**src/pkg/rsp_pkg.sv**
```systemverilog
// rsp_pkg: register map, field positions, reset values and sizes for the
// reset-synchronized three-phase pwm generator.
// assumes a plain register port with 16-bit data and one system clock.
package rsp_pkg;
   localparam int unsigned RSP_DW = 16;
   localparam int unsigned RSP_AW = 5;
   // register offsets (word index on the register port)
   localparam logic [4:0] RSP_OFF_MCNT  = 5'h00;
   localparam logic [4:0] RSP_OFF_SCNT  = 5'h01;
   localparam logic [4:0] RSP_OFF_PER   = 5'h02;
   localparam logic [4:0] RSP_OFF_D1    = 5'h03;
   localparam logic [4:0] RSP_OFF_D2    = 5'h04;
   localparam logic [4:0] RSP_OFF_D3    = 5'h05;
   localparam logic [4:0] RSP_OFF_PERB  = 5'h06;
   localparam logic [4:0] RSP_OFF_D1B   = 5'h07;
   localparam logic [4:0] RSP_OFF_D2B   = 5'h08;
   localparam logic [4:0] RSP_OFF_D3B   = 5'h09;
   localparam logic [4:0] RSP_OFF_MODE  = 5'h0A;
   localparam logic [4:0] RSP_OFF_OCTL  = 5'h0B;
   localparam logic [4:0] RSP_OFF_RUN   = 5'h0C;
   localparam logic [4:0] RSP_OFF_ISTAT = 5'h0D;
   localparam logic [4:0] RSP_OFF_IEN   = 5'h0E;
   localparam logic [4:0] RSP_OFF_ICLR  = 5'h0F;
   localparam logic [4:0] RSP_OFF_PRE   = 5'h10;
   // master_mode_reg fields
   localparam int unsigned RSP_BIT_BFA   = 0;
   localparam int unsigned RSP_BIT_BFB   = 1;
   // output_control_reg fields
   localparam int unsigned RSP_BIT_POS_LEVEL_SELECT  = 0;
   localparam int unsigned RSP_BIT_NEG_LEVEL_SELECT  = 1;
   localparam int unsigned RSP_BIT_TGLEN = 2;
   localparam int unsigned RSP_BIT_GPIO  = 3;
   // interrupt status fields
   localparam int unsigned RSP_BIT_IPER  = 0;
   localparam int unsigned RSP_BIT_ID1   = 1;
   localparam int unsigned RSP_BIT_ID2   = 2;
   localparam int unsigned RSP_BIT_ID3   = 3;
   localparam int unsigned RSP_NIRQ      = 4;
   // reset values
   localparam logic [15:0] RSP_RST_CNT  = 16'h0000;
   localparam logic [15:0] RSP_RST_PER  = 16'hFFFF;
   localparam logic [15:0] RSP_RST_DUTY = 16'hFFFF;
   localparam logic [1:0]  RSP_RST_MODE = 2'h0;
   localparam logic [3:0]  RSP_RST_OCTL = 4'h3;
   localparam logic [7:0]  RSP_RST_PRE  = 8'h00;
   localparam logic [15:0] RSP_RD_ZERO  = 16'h0000;
endpackage : rsp_pkg

```
**src/core/rsp_prescale.sv**
```systemverilog
// rsp_prescale: counter-clock enable divider.
// assumes one system clock; emits a one-cycle tick every (div+1) clocks.
`timescale 1ns/1ps
module rsp_prescale
   import rsp_pkg::*;
#(
   parameter int unsigned W = 8
) (
   input  wire logic         clk,
   input  wire logic         rst,
   input  wire logic         run,
   input  wire logic [W-1:0] div,
   output logic              tick
);
   logic [W-1:0] cnt_q;

   initial begin
      if (W < 1 || W > 16) $error("prescaler width out of range");
   end

   always_ff @(posedge clk) begin
      if (rst || !run) begin
         cnt_q <= '0;
         tick  <= 1'b0;
      end else if (cnt_q >= div) begin
         cnt_q <= '0;
         tick  <= 1'b1;
      end else begin
         cnt_q <= cnt_q + 1'b1;
         tick  <= 1'b0;
      end
   end
endmodule : rsp_prescale

```
**src/core/rsp_pwm3.sv**
```systemverilog
// rsp_pwm3: reset-synchronized three-phase pwm generator, registers and pins.
// assumes a synchronous register port, read data one cycle after read strobe.
//
// Overview of operation
// - two linked channels form one generator, three phases, shared change points
// - master counter counts up, clears to zero on period match
// - each output toggles on its duty match and on counter clear
// - three positive pins and three antiphase pins, six lines
// - duty one drives pair 1, duty two pair 2, duty three pair 3
// - cycle toggle pin follows period; otherwise usable as general output
// - both counters start at zero
// - buffers exist for period and all three duty registers
// - both level select bits one gives high-active outputs
// - counters and general registers are sixteen bits
// - on period match buffers copy into compare registers
// - period match raises compare interrupt every carrier period
// - duty zero gives one-count pulse; duty at or above period one toggle
// - both buffer enable bits set turn buffering on
//
// Added by the designer: the strobed register port and the register offsets.
`timescale 1ns/1ps
module rsp_pwm3
   import rsp_pkg::*;
#(
   parameter int unsigned DW = RSP_DW,
   parameter int unsigned PW = 8
) (
   input  wire logic              CLK_SYS,
   input  wire logic              SYS_RST,
   input  wire logic [RSP_AW-1:0] ADDR,
   input  wire logic [DW-1:0]     WDATA,
   input  wire logic              WR,
   input  wire logic              RD,
   output logic      [DW-1:0]     RDATA,
   output logic                   IRQ,
   output logic                   CYCLE_TOGGLE_PIN,
   output logic                   PHASE_ONE_POS_PIN,
   output logic                   PHASE_ONE_NEG_PIN,
   output logic                   PHASE_TWO_POS_PIN,
   output logic                   PHASE_TWO_NEG_PIN,
   output logic                   PHASE_THREE_POS_PIN,
   output logic                   PHASE_THREE_NEG_PIN
);
   logic [DW-1:0]       master_counter_q;
   logic [DW-1:0]       slave_counter_q;
   logic [DW-1:0]       period_compare_q;
   logic [DW-1:0]       duty_q [3];
   logic [DW-1:0]       period_buffer_q;
   logic [DW-1:0]       dbuf_q [3];
   logic [1:0]          master_mode_q;
   logic [3:0]          output_control_q;
   logic                run_q;
   logic [PW-1:0]       pre_q;
   logic [RSP_NIRQ-1:0] istat_q;
   logic [RSP_NIRQ-1:0] ien_q;
   logic [2:0]          phase_q;
   logic                toggle_q;
   logic                tick;
   logic                per_hit;
   logic [2:0]          duty_hit;
   logic                buf_on;
   logic [RSP_NIRQ-1:0] ev;

   initial begin
      if (DW != 16) $error("counter width must be 16");
   end

   function automatic logic wr_at(input logic [RSP_AW-1:0] off);
      return WR && (ADDR == off);
   endfunction : wr_at

   rsp_prescale #(.W(PW)) u_pre (
      .clk  (CLK_SYS),
      .rst  (SYS_RST),
      .run  (run_q),
      .div  (pre_q),
      .tick (tick)
   );

   assign buf_on  = master_mode_q[RSP_BIT_BFA] & master_mode_q[RSP_BIT_BFB];
   assign per_hit = tick && (master_counter_q == period_compare_q);

   // duty at or above period never matches before clear
   generate
      for (genvar i = 0; i < 3; i++) begin : g_hit
         assign duty_hit[i] = tick && (master_counter_q == duty_q[i]) && (duty_q[i] < period_compare_q);
      end
   endgenerate

   assign ev = {duty_hit, per_hit};

   // up-count, clear on period match; zero start
   always_ff @(posedge CLK_SYS) begin
      if (SYS_RST) begin
         master_counter_q <= RSP_RST_CNT;
      end else if (wr_at(RSP_OFF_MCNT)) begin
         master_counter_q <= WDATA;
      end else if (per_hit) begin
         master_counter_q <= RSP_RST_CNT;
      end else if (tick) begin
         master_counter_q <= master_counter_q + 1'b1;
      end
   end

   // slave channel runs in lockstep with master
   always_ff @(posedge CLK_SYS) begin
      if (SYS_RST) begin
         slave_counter_q <= RSP_RST_CNT;
      end else if (wr_at(RSP_OFF_SCNT)) begin
         slave_counter_q <= WDATA;
      end else if (per_hit) begin
         slave_counter_q <= RSP_RST_CNT;
      end else if (tick) begin
         slave_counter_q <= slave_counter_q + 1'b1;
      end
   end

   // buffer transfer at period match; buffers written by software
   always_ff @(posedge CLK_SYS) begin
      if (SYS_RST) begin
         period_compare_q <= RSP_RST_PER;
      end else if (per_hit && buf_on) begin
         period_compare_q <= period_buffer_q;
      end else if (wr_at(RSP_OFF_PER)) begin
         period_compare_q <= WDATA;
      end
   end

   always_ff @(posedge CLK_SYS) begin
      if (SYS_RST) begin
         period_buffer_q <= RSP_RST_PER;
      end else if (wr_at(RSP_OFF_PERB)) begin
         period_buffer_q <= WDATA;
      end
   end

   generate
      for (genvar i = 0; i < 3; i++) begin : g_duty
         always_ff @(posedge CLK_SYS) begin
            if (SYS_RST) begin
               duty_q[i] <= RSP_RST_DUTY;
            end else if (per_hit && buf_on) begin
               duty_q[i] <= dbuf_q[i];
            end else if (wr_at(RSP_OFF_D1 + 5'(i))) begin
               duty_q[i] <= WDATA;
            end
         end
         always_ff @(posedge CLK_SYS) begin
            if (SYS_RST) begin
               dbuf_q[i] <= RSP_RST_DUTY;
            end else if (wr_at(RSP_OFF_D1B + 5'(i))) begin
               dbuf_q[i] <= WDATA;
            end
         end
         // toggle on duty match and on clear
         always_ff @(posedge CLK_SYS) begin
            if (SYS_RST || !run_q) begin
               phase_q[i] <= 1'b0;
            end else if (per_hit || duty_hit[i]) begin
               phase_q[i] <= ~phase_q[i];
            end
         end
      end
   endgenerate

   // control registers
   always_ff @(posedge CLK_SYS) begin
      if (SYS_RST) begin
         master_mode_q    <= RSP_RST_MODE;
         output_control_q <= RSP_RST_OCTL;
         run_q            <= 1'b0;
         pre_q            <= PW'(RSP_RST_PRE);
         ien_q            <= '0;
      end else begin
         if (wr_at(RSP_OFF_MODE)) master_mode_q <= WDATA[1:0];
         if (wr_at(RSP_OFF_OCTL)) output_control_q <= WDATA[3:0];
         if (wr_at(RSP_OFF_RUN)) run_q <= WDATA[0];
         if (wr_at(RSP_OFF_PRE)) pre_q <= WDATA[PW-1:0];
         if (wr_at(RSP_OFF_IEN)) ien_q <= WDATA[RSP_NIRQ-1:0];
      end
   end

   // sticky status, set wins over clear
   always_ff @(posedge CLK_SYS) begin
      if (SYS_RST) begin
         istat_q <= '0;
      end else begin
         istat_q <= (istat_q & ~(wr_at(RSP_OFF_ICLR) ? WDATA[RSP_NIRQ-1:0] : '0)) | ev;
      end
   end

   always_ff @(posedge CLK_SYS) begin
      if (SYS_RST) begin
         IRQ <= 1'b0;
      end else begin
         IRQ <= |((istat_q | ev) & ien_q);
      end
   end

   always_ff @(posedge CLK_SYS) begin
      if (SYS_RST || !run_q) begin
         toggle_q <= 1'b0;
      end else if (per_hit) begin
         toggle_q <= ~toggle_q;
      end
   end

   // six output lines; level select; complement, no dead time
   always_ff @(posedge CLK_SYS) begin
      if (SYS_RST) begin
         PHASE_ONE_POS_PIN   <= 1'b0;
         PHASE_ONE_NEG_PIN   <= 1'b0;
         PHASE_TWO_POS_PIN   <= 1'b0;
         PHASE_TWO_NEG_PIN   <= 1'b0;
         PHASE_THREE_POS_PIN <= 1'b0;
         PHASE_THREE_NEG_PIN <= 1'b0;
         CYCLE_TOGGLE_PIN    <= 1'b0;
      end else begin
         PHASE_ONE_POS_PIN   <= phase_q[0] ^ ~output_control_q[RSP_BIT_POS_LEVEL_SELECT];
         PHASE_ONE_NEG_PIN   <= ~phase_q[0] ^ ~output_control_q[RSP_BIT_NEG_LEVEL_SELECT];
         PHASE_TWO_POS_PIN   <= phase_q[1] ^ ~output_control_q[RSP_BIT_POS_LEVEL_SELECT];
         PHASE_TWO_NEG_PIN   <= ~phase_q[1] ^ ~output_control_q[RSP_BIT_NEG_LEVEL_SELECT];
         PHASE_THREE_POS_PIN <= phase_q[2] ^ ~output_control_q[RSP_BIT_POS_LEVEL_SELECT];
         PHASE_THREE_NEG_PIN <= ~phase_q[2] ^ ~output_control_q[RSP_BIT_NEG_LEVEL_SELECT];
         CYCLE_TOGGLE_PIN    <= output_control_q[RSP_BIT_TGLEN] ? toggle_q : output_control_q[RSP_BIT_GPIO];
      end
   end

   // read port, unmapped reads zero
   always_ff @(posedge CLK_SYS) begin
      if (SYS_RST) begin
         RDATA <= RSP_RD_ZERO;
      end else if (RD) begin
         case (ADDR)
            RSP_OFF_MCNT:  RDATA <= master_counter_q;
            RSP_OFF_SCNT:  RDATA <= slave_counter_q;
            RSP_OFF_PER:   RDATA <= period_compare_q;
            RSP_OFF_D1:    RDATA <= duty_q[0];
            RSP_OFF_D2:    RDATA <= duty_q[1];
            RSP_OFF_D3:    RDATA <= duty_q[2];
            RSP_OFF_PERB:  RDATA <= period_buffer_q;
            RSP_OFF_D1B:   RDATA <= dbuf_q[0];
            RSP_OFF_D2B:   RDATA <= dbuf_q[1];
            RSP_OFF_D3B:   RDATA <= dbuf_q[2];
            RSP_OFF_MODE:  RDATA <= {14'h0000, master_mode_q};
            RSP_OFF_OCTL:  RDATA <= {12'h0000, output_control_q};
            RSP_OFF_RUN:   RDATA <= {15'h0000, run_q};
            RSP_OFF_ISTAT: RDATA <= {12'h0000, istat_q};
            RSP_OFF_IEN:   RDATA <= {12'h0000, ien_q};
            RSP_OFF_PRE:   RDATA <= DW'(pre_q);
            default:       RDATA <= RSP_RD_ZERO;
         endcase
      end else begin
         RDATA <= RSP_RD_ZERO;
      end
   end

   // checks
   property p_clear;
      @(posedge CLK_SYS) disable iff (SYS_RST)
      per_hit && !WR |=> master_counter_q == RSP_RST_CNT;
   endproperty
   a_clear: assert property (p_clear) else $error("counter not cleared on period match");

   property p_count;
      @(posedge CLK_SYS) disable iff (SYS_RST)
      tick && !per_hit && !WR |=> master_counter_q == $past(master_counter_q) + 16'h0001;
   endproperty
   a_count: assert property (p_count) else $error("counter did not increment");

   property p_lock;
      @(posedge CLK_SYS) disable iff (SYS_RST)
      !WR && $past(!WR) && master_counter_q == slave_counter_q |=> master_counter_q == slave_counter_q;
   endproperty
   a_lock: assert property (p_lock) else $error("channels lost lockstep");

   property p_tog;
      @(posedge CLK_SYS) disable iff (SYS_RST)
      run_q && per_hit && !duty_hit[0] ##1 run_q |-> phase_q[0] != $past(phase_q[0]);
   endproperty
   a_tog: assert property (p_tog) else $error("phase one missed clear toggle");

   property p_comp;
      @(posedge CLK_SYS) disable iff (SYS_RST)
      !SYS_RST && output_control_q[1:0] == 2'h3 |=> PHASE_TWO_POS_PIN != PHASE_TWO_NEG_PIN;
   endproperty
   a_comp: assert property (p_comp) else $error("antiphase not complement");

   property p_buf;
      @(posedge CLK_SYS) disable iff (SYS_RST)
      per_hit && buf_on |=> duty_q[2] == $past(dbuf_q[2]) && period_compare_q == $past(period_buffer_q);
   endproperty
   a_buf: assert property (p_buf) else $error("buffer transfer missing");

   property p_irq;
      @(posedge CLK_SYS) disable iff (SYS_RST)
      per_hit |=> istat_q[RSP_BIT_IPER];
   endproperty
   a_irq: assert property (p_irq) else $error("period flag not set");

   property p_full;
      @(posedge CLK_SYS) disable iff (SYS_RST)
      duty_q[0] >= period_compare_q |-> !duty_hit[0];
   endproperty
   a_full: assert property (p_full) else $error("duty above period matched");

   property p_level;
      @(posedge CLK_SYS) disable iff (SYS_RST)
      output_control_q[RSP_BIT_POS_LEVEL_SELECT] && $stable(output_control_q) |=> PHASE_THREE_POS_PIN == $past(phase_q[2]);
   endproperty
   a_level: assert property (p_level) else $error("high-active level wrong");

   property p_start;
      @(posedge CLK_SYS) disable iff (SYS_RST)
      $past(SYS_RST) |-> master_counter_q == RSP_RST_CNT && slave_counter_q == RSP_RST_CNT;
   endproperty
   a_start: assert property (p_start) else $error("counters not zero after reset");

   property p_duty;
      @(posedge CLK_SYS) disable iff (SYS_RST)
      run_q && duty_hit[1] ##1 run_q |-> phase_q[1] != $past(phase_q[1]);
   endproperty
   a_duty: assert property (p_duty) else $error("phase two missed duty toggle");

   property p_zero;
      @(posedge CLK_SYS) disable iff (SYS_RST)
      tick && master_counter_q == RSP_RST_CNT && duty_q[0] == RSP_RST_CNT
         && period_compare_q != RSP_RST_CNT |-> duty_hit[0];
   endproperty
   a_zero: assert property (p_zero) else $error("zero duty gave no pulse");

   property p_irqlvl;
      @(posedge CLK_SYS) disable iff (SYS_RST)
      (istat_q & ien_q) != '0 |=> IRQ;
   endproperty
   a_irqlvl: assert property (p_irqlvl) else $error("interrupt line low with enabled flag");

   property p_cyc;
      @(posedge CLK_SYS) disable iff (SYS_RST)
      output_control_q[RSP_BIT_TGLEN] |=> CYCLE_TOGGLE_PIN == $past(toggle_q);
   endproperty
   a_cyc: assert property (p_cyc) else $error("cycle toggle pin not following period");
endmodule : rsp_pwm3

```
**config.mk**
```make
export PLATFORM = sky130hd
export DESIGN_NAME = rsp_pwm3
export DESIGN_NICKNAME = d
export VERILOG_FILES = /design/src/pkg/rsp_pkg.sv /design/src/core/rsp_prescale.sv /design/src/core/rsp_pwm3.sv
export SDC_FILE = /design/constraint.sdc
export NUM_CORES = 1
export LEC_CHECK = 0
export BUFFER_PORTS_ARGS = -buffer_cell sky130_fd_sc_hd__buf_2
export CORE_MARGIN = 2
export CORE_UTILIZATION = 35
export DETAILED_ROUTE_END_ITERATION = 6
export PLACE_DENSITY = 0.57
export SLEW_MARGIN = 15
export SYNTH_ARGS = -nofsm -noshare
export SYNTH_HDL_FRONTEND = slang
export SYNTH_SLANG_ARGS = --single-unit
export TNS_END_PERCENT = 100
```
**constraint.sdc**
```tcl
create_clock -name CLK_SYS -period 2.6 [get_ports CLK_SYS]
set_input_delay 0.26 -clock CLK_SYS [delete_from_list [all_inputs] [get_ports CLK_SYS]]
set_output_delay 0.26 -clock CLK_SYS [all_outputs]
set_load 0.05 [all_outputs]
```
**Word-level counts from Yosys, hierarchy flattened**

Memories as Yosys holds them, arrays and structs flattened.
Cells that the tools add are included.

- Output and inout bits: 24
- Memories: 2
- Bits in read-only memories: 0
- Memory bits (writable): 96
- Bits in registers: 124
- Input port bits: 25
- Latch bits: 0
- Word-level logic and storage cells: 165

Memory list:

| name | words | width | rd ports | clocked after Yosys merged registers in | wr ports | line | RTL |
|---|---|---|---|---|---|---|---|
| dbuf_q | 3 | 16 | 3 | 0 | 3 | rsp_pwm3.sv:49 | `logic [DW-1:0] dbuf_q [3];` |
| duty_q | 3 | 16 | 3 | 0 | 3 | rsp_pwm3.sv:47 | `logic [DW-1:0] duty_q [3];` |

- Shifts and indexed selects: 0
- $mul: 0
- Bitwise operators: 28
- Divide/modulo/power cells: 0
- $lt $le $gt $ge: 4
- Muxes and demuxes: 47
- Equal/unequal tests: 20
- Add/sub/neg operators: 3
- Reductions and logical operators: 36

Operators by type and width:

| cell | number |
|---|---|
| 16-bit two-way mux | 17 |
| 16-bit one-hot mux with 16 select lines | 1 |
| 16-bit == test | 4 |
| 16-bit < comparator | 3 |
| 5-bit by 4-bit == test with 1-bit output, second input constant | 8 |
| 16-bit by 1-bit adder with 16-bit output, second input constant | 2 |
| 1-bit two-way mux | 28 |
| 1-bit logical AND | 24 |
| 5-bit by 3-bit == test with 1-bit output, second input constant | 4 |
| 5-bit by 2-bit == test with 1-bit output, second input constant | 2 |
| 1-bit OR | 9 |
| 8-bit by 1-bit adder with 8-bit output, second input constant | 1 |
| 4-bit AND | 2 |
| 8-bit greater-or-equal comparator | 1 |
| 4-bit OR | 2 |
| 1-bit NOT | 7 |
| 3-bit nonzero test | 2 |
| 1-bit bitwise XOR | 6 |
| 5-bit by 1-bit == test with 1-bit output, second input constant | 1 |
| 5-bit == test, second input constant | 1 |
| 5-bit logical NOT | 1 |
| 1-bit logical OR | 4 |
| 4-bit two-way mux | 1 |
| 4-bit NOT | 1 |
| other kinds (5) | 6 |

**Logic depth before layout (Yosys ltp)**

Gate-level depths: netlist of run 1.

- Depth in word-level cells: 8
- Gate-level depth with buffers: 10
- Gate-level depth less buffers: 8

**Hierarchy**

A second synthesis of run 1 with hierarchy kept.

- Cell total of the unflattened synthesis: 1263
- Area total of the unflattened synthesis: 12214.2 µm²

Modules (own cells, without submodules):

| module | area each (µm²) | instances | seq. area each (µm²) | cells an instance |
|---|---|---|---|---|
| rsp_pwm3 | 11609.9 | 1 | 5185.0 | 1202 |
| rsp_prescale | 604.3 | 1 | 180.2 | 61 |

**Worst setup path before layout of run 1**

Ideal clock, no wire load.

- Kind: input -> register
- Start: in ADDR[4]
- End: mem dbuf_q[2][0] (netlist bit) (enable)
- Stages: 8
- Required time: 2.228 ns
- Setup slack: -0.040 ns
- Path buffers: 4
- Arrival: 2.269 ns
- Setup time: 0.372 ns
- Cell sequence: clkbuf_1 -> or3b_2 -> clkbuf_1 -> nor2_1 -> clkbuf_1 -> clkbuf_1 -> nand2_1 -> nand2_1

RTL lines:

| element | line | RTL |
|---|---|---|
| start, declared | rsp_pwm3.sv:30 | `input wire logic [RSP_AW-1:0] ADDR,` |
| end, declared | rsp_pwm3.sv:49 |  |

**Worst setup path after layout of run 1**

- Start: reg period_compare_q[9]
- End: reg phase_q[1]

- Cells in the longest elaborated chain, start to end: 3
- Elaborated cells between the ends (all ways): 5
- Those cells by class: 1 x order compare; 1 x eq/ne; 3 x reduce/logical

RTL lines:

| element | line | RTL |
|---|---|---|
| start, declared | rsp_pwm3.sv:46 | `logic [DW-1:0] period_compare_q;` |
| start signal, assigned | rsp_pwm3.sv:123 | `period_compare_q <= period_buffer_q;` |
| 16-bit < comparator / 16-bit == test (equally long branches) | rsp_pwm3.sv:86, rsp_pwm3.sv:81 |  |
| 1-bit logical AND (on tied branches) | rsp_pwm3.sv:86, rsp_pwm3.sv:81 |  |
| 1-bit logical OR * | rsp_pwm3.sv:159 | `end else if (per_hit \|\| duty_hit[i]) begin` |
| end signal, assigned by index | rsp_pwm3.sv:160 | `phase_q[i] <= ~phase_q[i];` |
| end, declared | rsp_pwm3.sv:56 | `logic [2:0] phase_q;` |

Every way passes the cells marked *; elsewhere a longest branch is shown, timed or not.
A chain may end at the register's enable or synchronous reset.

==> impl_metrics.tcl, run 1 <==
set metrics [dict create \
    multi_input_area_um2 6294 \
    ys_warn_count 0 \
    synth_area_leaders "edfxtp_1, dfxtp_1, ha_1" \
    chipWidth_um 190.6 \
    post-route-min-period_ps 2528 \
    gr-total-overflow 0 \
    drv_slew 0 \
    hold_viol_final 0 \
    worst_slack_ps 72.14 \
    synth_edf_count 96 \
    cts_hold_repair.buffers 0 \
    p_switching_mw 1.940 \
    die_h_um 190.6 \
    worst-endpoint-required_ps 3030 \
    synth_nets 1366 \
    dpl.hpwl_um 34720 \
    grt_max_degree 48 \
    power.density_nw_per_um2 557.6 \
    syn_area_per_cell_um2 9.479 \
    worstPathMaxFanout 4 \
    holdWs_ps 88.31 \
    ys_seq_area_share_pct 44.05 \
    max_slew_margin_pct 55.50 \
    p_leak_nw 5.299 \
    finClkSkew_ps 13.48 \
    ant_nets 0 \
    fillers 3438 \
    ioPinCount 49 \
    clockRootBuffer "clkbuf_16" \
    seqPwrFrac_pct 46.5 \
    track_usage_pct 24.89 \
    post-route-util_pct 41.85 \
    synth-seq-cells 220 \
    syn_inst 1285 \
    worstHoldPathType "input port to register" \
    coreArea_um2 34370 \
    p_int_mw 6.080 \
    synth_cell_types 65 \
    combPwrFrac_pct 6.1 \
    regArea_um2 5365 \
    sw_frac_of_total_pct 24.19 \
    max_cap_violations 0 \
    gp_congestion 0.9898 \
    fin_area_um2 14380 \
    vias 10780 \
    first_global_vias 10280 \
    place_ws_ps -231.1 \
    start_util_pct 35.44 \
    synth_commonest_cells "dfxtp_1, nand2_1, nor2_1, edfxtp_1, clkbuf_1" \
    rsz0062_at_grt "false" \
    drc 0 \
    grt_pass1_wl_um 67260 \
    tightest_slew_ps 662.4 \
    routedWlPerCell_um 24.74 \
    clockPowerShare_pct 47.4 \
    clk_pin_slew_worst_paths_ps 70 \
    synth.cell_area_um2 12180 \
    synth_top_area_share_pct 23.67 \
    clkLatencyLatePin_ps 540 \
    drive_gt1_share_pct 18.04 \
    post-synth-top-count-cell "dfxtp_1" \
    cts_max_level 1 \
    avgViaCountPerCell 5.854 \
    start_kind "register" \
    critPathKind "register to register" \
    setup_violations 0 \
    cts.path.max_buffers 3 \
    clkSinkCount 220 \
    cp-end-kind "register" \
    peakVddDrop_uv 440.6 \
    placed_area_um2 13470 \
    drtIter0Drc 1245 \
    area_growth_pct 18.09 \
    cts_tree "built" \
    drt_wl_total_um 45580 \
    outcome "finished clean" \
    cts_made_buffers 26 \
    ys_async_sr_fraction_pct 0 \
    antenna_found_initial 2 \
    rows 68 \
    period_share_pct 97.23 \
    dr.pass1.iters 5 \
    nNetsFinal 1447 \
    critPathArrivalTime_ps 2960 \
    dieArea_um2 36310 \
    synth_top_area_cell "edfxtp_1" \
    port_buffers 48 \
    synth_flop_cell "dfxtp_1" \
    fmax_mhz 395.6 \
]
-- stage by stage --
| step | std cells | total power, mW | TNS (ps) |
|---|---|---|---|
| after floorplan | 1285 | 4.055 | 0 |
| after global placement | 1792 | 4.281 | -207.9 |
| after detailed placement | 1792 | 4.281 | -231.1 |
| after CTS | 1840 | 8.061 | 0 |
| after global routing | 1842 | 8.255 | 0 |
| final | 1842 | 8.020 | 0 |
-- state kept, by name, summed over array words and instances (netlist names), 2 cells and up --
| signal | cells |
|---|---|
| master_mode_q | 2 |
| pre_q | 8 |
| dbuf_q | 48 |
| period_compare_q | 16 |
| istat_q | 4 |
| ien_q | 4 |
| RDATA | 16 |
| duty_q | 48 |
| master_counter_q | 16 |
| period_buffer_q | 16 |
| slave_counter_q | 16 |
| phase_q | 3 |
| u_pre.cnt_q | 8 |
| output_control_q | 4 |
-- cell usage in the layout, fill, tap and decap left out, drive strengths merged, types with 19 or more instances in the layout --
cell,instances
nand2,102
clkbuf,33
mux2i,23
nand3,79
inv,36
or2,26
xor2,51
nand4,22
dfxtp,124
a21oi,52
buf,152
a22oi,48
o21ai,42
a31oi,19
o22a,47
a221oi,23
nor2,101
nor3,27
edfxtp,96
ha,56
xnor2,47
-- final timing paths --
kind                                          from                 endpoint  slack [ps]  cells past startpoint
setup / recovery  period_compare_q[9]$_SDFFE_PP1P_  phase_q[1]$_SDFFE_PP0P_          70                      8
hold / removal                            WDATA[2]    ien_q[2]$_SDFFE_PP0P_          90                      3
setup reg to reg  period_compare_q[9]$_SDFFE_PP1P_  phase_q[1]$_SDFFE_PP0P_          70                      8
hold reg to reg              ien_q[3]$_SDFFE_PP0P_    ien_q[3]$_SDFFE_PP0P_         480                      2
-- cells by family (layout without fill, tap and decap cells) --
family | Yosys count | count (layout) | share of synthesized area [%]
AOI/OAI and AO/OA | 301 | 301 | 17.52
xor gates and xnor gates | 98 | 98 | 7.047
adders and majority gates | 56 | 56 | 5.752
buffers and inverters | 135 | 236 | 4.551
DFF | 220 | 220 | 44.05
muxes | 38 | 38 | 3.277
other | 0 | 1 | 0
and+or+nand+nor | 437 | 437 | 17.80
-- per-layer routing --
metal  vias up  GRT usage (%)  part of all wire [%]
li1       4902              -                     -
met4         0          8.676                   3.7
met2       525          38.01                    44
met5         -              0                     0
met1      5271          35.12                    44
met3        85          4.693                   8.5
-- area by class of cell --
type                    count  area share [%]
diodes                      1         0.01740
clock inverters            15           1.157
clock buffers              33           4.993
flip-flops and latches    220           37.30
multi-input cells         930           43.75
inverters                  36          0.9395
well taps                 455           3.958
repair buffers            152           7.881
-- power groups by stage --
stage | combinational [mW] | sequential, mW | clock, mW
floorplan | 0.256 | 3.80 | 0
finish | 0.490 | 3.73 | 3.80
global route | 0.518 | 3.73 | 4.01
detailed placement | 0.480 | 3.80 | 0
global placement | 0.481 | 3.80 | 0
CTS | 0.483 | 3.73 | 3.85
-- what timing repair did --
action,4_1_cts,5_1_grt
setup endpoints to repair,1,1
pin swaps,0,2
buffers inserted,0,1
resized for setup,4,0
-- critical path, stage by stage, from the launching register on --
cell and delay (ps):
dfxtp_1 420, inv_1 130, ha_1 320, a21o_1 160, a211o_1 390, o22ai_2 310, nor3_1 130, o21ai_2 210
mux2_2 350
Power figures use the tool's default switching activity.
==> run 2, diff against run 1 <==
--- a/config.mk
+++ b/config.mk
@@ -7,11 +7,12 @@
 export LEC_CHECK = 0
 export BUFFER_PORTS_ARGS = -buffer_cell sky130_fd_sc_hd__buf_2
 export CORE_MARGIN = 2
-export CORE_UTILIZATION = 35
+export CORE_UTILIZATION = 45
 export DETAILED_ROUTE_END_ITERATION = 6
-export PLACE_DENSITY = 0.57
+export PLACE_DENSITY = 0.69
+export SKIP_LAST_GASP = 1
 export SLEW_MARGIN = 15
 export SYNTH_ARGS = -nofsm -noshare
 export SYNTH_HDL_FRONTEND = slang
 export SYNTH_SLANG_ARGS = --single-unit
-export TNS_END_PERCENT = 100
+export TNS_END_PERCENT = 10
==> run 2 against run 1 <==
Net effect: sequential share of layout area is 0.85 points higher; sequential cell count unchanged; routed wire length is 4.4% lower; critical path type unchanged; largest cell class unchanged.
==> impl_metrics.tcl, run 2 (same netlist as run 1, synthesis figures left out) <==
set metrics [dict create \
    grt_pass1_wl_um 64860 \
    use_met1_pct 42.64 \
    dr.pass1.iters 6 \
    dieArea_um2 28400 \
    use_met2_pct 46.09 \
    start_kind "register" \
    met3_usage_pct 5.845 \
    reg_top3 "dbuf_q: 48 flops, duty_q: 48 flops" \
    rows 60 \
    clkSinkCount 220 \
    cts_max_level 1 \
    stdcell_count 1706 \
    cts.path.max_buffers 3 \
    r2r_cells 8 \
    fillers 2408 \
    worst_slack_ps 13.86 \
    timing.rr.end "phase_q[1]$_SDFFE_PP0P_" \
    gp_congestion 0.9699 \
    max_cap_violations 0 \
    clkLatencyLatePin_ps 550 \
    gr-total-overflow 0 \
    critPathArrivalTime_ps 3030 \
    drv_slew 0 \
    track_usage_pct 30.28 \
    dpl.hpwl_um 32590 \
    tightest_slew_ps 709.9 \
    worst-endpoint-required_ps 3040 \
    start_util_pct 45.45 \
    drtIter0Drc 1311 \
    clockRootBuffer "clkbuf_16" \
    hold_viol_final 0 \
    routedWlPerCell_um 25.53 \
    drt_wl_total_um 43550 \
    critPathKind "register to register" \
    ioPinCount 49 \
    rsz0062_at_grt "true" \
    clk_pin_slew_worst_paths_ps 60 \
    port_buffers 48 \
    antenna-diode-count 0 \
    setup_violations 0 \
    power.density_nw_per_um2 565.1 \
    post-route-util_pct 52.47 \
    final_cell_mix "dfxtp_1, nor2_1, nand2_1" \
    cts_made_buffers 25 \
    antenna_found_initial 1 \
    fmax_mhz 386.7 \
    ant_nets 0 \
    nNetsFinal 1427 \
    coreArea_um2 26800 \
    power_mw 7.947 \
    peakVddDrop_uv 598.2 \
    post-route-min-period_ps 2586 \
    grt_max_degree 48 \
    dpl.cell_count 1660 \
    place_ws_ps 13.24 \
    r2r_start "period_compare_q[9]$_SDFFE_PP1P_" \
    multi_input_area_um2 6284 \
    cp-end-kind "register" \
    vias 10870 \
    r2r_slack_ps 10 \
    max_slew_margin_pct 52.31 \
    top_usage_layer "met2" \
    die_h_um 168.5 \
    area_growth_pct 15.45 \
    chipWidth_um 168.5 \
    avgViaCountPerCell 6.373 \
    first_global_vias 10310 \
    p_leak_nw 5.206 \
    cts_tree "built" \
    outcome "finished clean" \
    worstPathMaxFanout 4 \
    finClkSkew_ps 13.11 \
    regArea_um2 5365 \
    drc 0 \
    period_share_pct 99.47 \
    worstHoldPathType "input port to register" \
    drive_gt1_share_pct 16.85 \
    final_common_cell "dfxtp_1" \
    critPathLaunch "period_compare_q[9]$_SDFFE_PP1P_" \
    critPathCapture "phase_q[1]$_SDFFE_PP0P_" \
]
run 2: area by class of cell:
class / count / share of cell area [%]
multi-input cells: 930 / 44.68
repair buffers: 133 / 6.869
clock buffers: 36 / 5.543
well taps: 341 / 3.034
flip-flops and latches: 220 / 38.15
clock inverters: 10 / 0.7563
inverters: 36 / 0.9609
run 2: metal layers:
metal  wire, µm  share of wire [%]
met2      19090                 44
met3       4829                 11
met4       1684                3.9
met1      17940                 41
met5         13              0.030
run 2: how the worst min path moves through the flow:
stage / from / end / slack, ps / depth (start not counted)
after CTS: WDATA[2] / ien_q[2]$_SDFFE_PP0P_ / 60 / 3
after floorplan: WDATA[2] / output_control_q[2]$_SDFFE_PP0P_ / 400 / 2
after detailed placement: ien_q[3]$_SDFFE_PP0P_ / ien_q[3]$_SDFFE_PP0P_ / 480 / 2
after global routing: WDATA[12] / slave_counter_q[12]$_SDFFE_PP0P_ / 90 / 3
final: WDATA[2] / ien_q[2]$_SDFFE_PP0P_ / 70 / 3
after global placement: ien_q[3]$_SDFFE_PP0P_ / ien_q[3]$_SDFFE_PP0P_ / 470 / 2
run 2: timing repair:
action	4_1_cts	5_1_grt
resized for setup	0	2
setup endpoints to repair	0	2
setup buffers	0	0
hold buffers	0	0
run 2: critical path, cell delays in order (launching register included):
cell and delay [ps]:
dfxtp_1 410, inv_1 120, ha_1 320, a21o_1 160, a211o_1 370, o22ai_1 430
nor3_1 140, o21ai_1 190, mux2_2 340
run 2: through the flow:
step / hold slack [ps] / area (µm²) / setup TNS, ps
floorplan: 403.9 / 12180 / 0
global placement: 465.9 / 13170 / -30.86
detailed placement: 475.9 / 13170 / 0
CTS: 55.25 / 14060 / 0
global route: 87.52 / 14060 / -28.34
finish: 74.37 / 14060 / 0
run 2: where the power goes:
| group | switching [mW] | internal, mW |
|---|---|---|
| combinational | 0.334 | 0.145 |
| sequential | 0.0599 | 3.67 |
| clock | 1.53 | 2.21 |
==> run 3, diff against run 2 <==
--- a/config.mk
+++ b/config.mk
@@ -5,11 +5,12 @@
 export SDC_FILE = /design/constraint.sdc
 export NUM_CORES = 1
 export LEC_CHECK = 0
-export BUFFER_PORTS_ARGS = -buffer_cell sky130_fd_sc_hd__buf_2
+export ABC_AREA = 1
 export CORE_MARGIN = 2
 export CORE_UTILIZATION = 45
 export DETAILED_ROUTE_END_ITERATION = 6
-export PLACE_DENSITY = 0.69
+export DONT_BUFFER_PORTS = 1
+export PLACE_DENSITY = 0.67
 export SKIP_LAST_GASP = 1
 export SLEW_MARGIN = 15
 export SYNTH_ARGS = -nofsm -noshare
==> run 3 against run 2 <==
Net effect: fmax rose by 6.6%; clock-buffer cell count fell by 1; combinational power rose by 16%; via count rose by 24%; setup slack improved by 160 ps; critical path type unchanged; sequential power rose by 2%; register-to-register slack improved by 160 ps; non-clock buffer count fell by 40; die area rose by 8.5%; largest power group is now registers; cell count rose by 32%.
==> impl_metrics.tcl, run 3 <==
set metrics [dict create \
    outcome "finished clean" \
    synth_commonest_cells "nand2_1, inv_1, nor2_1, dfxtp_1, edfxtp_1" \
    rows 62 \
    final_cell_mix "nand2_1, inv_1, nor2_1" \
    antenna-diode-count 0 \
    start_kind "register" \
    synth_top_family_by_area "simple AND/OR/NAND/NOR gates" \
    critPathArrivalTime_ps 2680 \
    ys_seq_area_share_pct 40.53 \
    first_global_vias 12510 \
    clk_pin_slew_worst_paths_ps 60 \
    drive_gt1_share_pct 8.160 \
    worst-endpoint-required_ps 2850 \
    syn_inst 1816 \
    period_share_pct 93.33 \
    max_cap_violations 0 \
    post-synth-top-count-cell "nand2_1" \
    drc 0 \
    cts_max_level 1 \
    ys_async_sr_fraction_pct 0 \
    area_growth_pct 13.67 \
    fin_setup_tns_ps 0 \
    synth-seq-cells 220 \
    synth_cell_types 41 \
    grt_pass1_wl_um 82440 \
    fin_area_um2 15050 \
    port_buffers 0 \
    synth_top_area_cell "edfxtp_1" \
    synth_flop_cell "dfxtp_1" \
    power_mw 8.065 \
    drv_slew 0 \
    dpl.hpwl_um 41820 \
    dr.pass1.iters 6 \
    cts_tree "built" \
    clockRootBuffer "clkbuf_16" \
    clkLatencyLatePin_ps 550 \
    synth-xor-area-share_pct 1.787 \
    vias 13490 \
    worstHoldPathType "input port to register" \
    grt_max_degree 108 \
    post-route-min-period_ps 2427 \
    p_leak_nw 6.534 \
    ys_warn_count 0 \
    drtIter0Drc 2218 \
    worstPathMaxFanout 11 \
    avgViaCountPerCell 5.973 \
    gp_congestion 1.008 \
    power.density_nw_per_um2 536.0 \
    synth_top_area_share_pct 21.78 \
    nNetsFinal 1938 \
    drt_wl_total_um 55990 \
    synth-simple-area-share_pct 28.34 \
    reg_top3 "dbuf_q: 48 flops, duty_q: 48 flops" \
    die_h_um 175.5 \
    cts_setup_buffers 0 \
    peakVddDrop_uv 517.0 \
    max_slew_margin_pct 37.40 \
    gr-total-overflow 0 \
    tightest_slew_ps 937.9 \
    synth_edf_count 96 \
    routedWlPerCell_um 24.79 \
    coreArea_um2 28860 \
    synthMuxAreaShare_pct 0 \
    start_util_pct 45.87 \
    synth.cell_area_um2 13240 \
    chipWidth_um 175.5 \
    cts_made_buffers 25 \
    fillers 2863 \
    ant_nets 0 \
    fmax_mhz 412.1 \
    finClkSkew_ps 22.01 \
    track_usage_pct 36.21 \
    dieArea_um2 30800 \
    place_ws_ps 212.7 \
    synth_fa_ha_area_share_pct 5.294 \
    syn_area_per_cell_um2 7.289 \
    placed_area_um2 13920 \
    setup_violations 0 \
    ioPinCount 49 \
    worst_slack_ps 173.4 \
    antenna_found_initial 2 \
    cp-end-kind "register" \
    post-route-util_pct 52.14 \
    clkSinkCount 220 \
    synth-compound-area-share_pct 13.44 \
    cts.path.max_buffers 3 \
    synth_nets 1897 \
    rsz0062_at_grt "false" \
    hold_viol_final 0 \
    critPathKind "register to register" \
    final_common_cell "nand2_1" \
    synth_area_leaders "edfxtp_1, dfxtp_1, nand2_1" \
]
-- run 3: critical path, stage by stage, from the launching register on --
cell and delay (ps):
dfxtp_1 330, inv_1 210, nor2_1 90, nor2_1 200
inv_1 60, nor3_1 250, nand3_1 230, nor3_1 190
nor2_1 100, nand2_1 270, buf_12 190
-- run 3: worst paths after layout --
path,startpoint,endpoint,slack [ps],cells past startpoint
min reg2reg,phase_q[0]$_SDFFE_PP0P_,PHASE_ONE_POS_PIN$_SDFF_PP0_,460,1
min,ADDR[0],run_q$_SDFFE_PP0P_,10,3
max reg2reg,period_compare_q[12]$_SDFFE_PP1P_,duty_q[1][4]$_DFFE_PP_,170,10
max,period_compare_q[12]$_SDFFE_PP1P_,duty_q[1][4]$_DFFE_PP_,170,10
-- run 3: through the flow --
stage / instances / hold WS, ps
3_3_place_gp: 2187 / 338.0
5_1_grt: 2259 / 44.23
3_5_place_dp: 2187 / 338.2
2_1_floorplan: 1816 / 390.4
4_1_cts: 2259 / 0.9082
6_report: 2259 / 11.32
-- run 3: cell type report --
type | count | area [µm²] | share of cell area, %
Multi-Input combinational cell | 1246 | 6477 | 43.05
Sequential cell | 220 | 5366 | 35.67
Clock buffer | 35 | 735.7 | 4.890
Clock inverter | 10 | 105.1 | 0.6985
Tap cell | 384 | 480.5 | 3.193
Timing Repair Buffer | 93 | 863.3 | 5.738
Inverter | 271 | 1017 | 6.761
-- run 3: power breakdown --
group	internal, mW	switching [mW]	total, mW
clock network	2.17	1.52	3.68
registers	3.69	0.129	3.82
logic	0.156	0.401	0.557
total	6.02	2.05	8.06
-- run 3: cell families (layout without fill, tap and decap cells) --
logic type | after synthesis | after routing
and+or+nand+nor | 860 | 860
buffers and inverters | 350 | 409
AOI/OAI and AO/OA | 303 | 303
DFF | 220 | 220
adders and majority gates | 56 | 56
xor gates and xnor gates | 27 | 27
-- run 3: layer usage --
layer | vias to the layer above | global-route usage [%] | routed length, µm
met4 | 0 | 9.917 | 1683
li1 | 6144 | - | -
met2 | 905 | 55.27 | 24190
met1 | 6337 | 52.17 | 23350
met5 | - | 0 | 0
met3 | 108 | 7.316 | 6764
-- run 3: repair_timing --
action,4_1_cts,5_1_grt
hold endpoints to repair,96,0
setup endpoints to repair,0,1
hold buffers,27,0
resized for setup,0,2
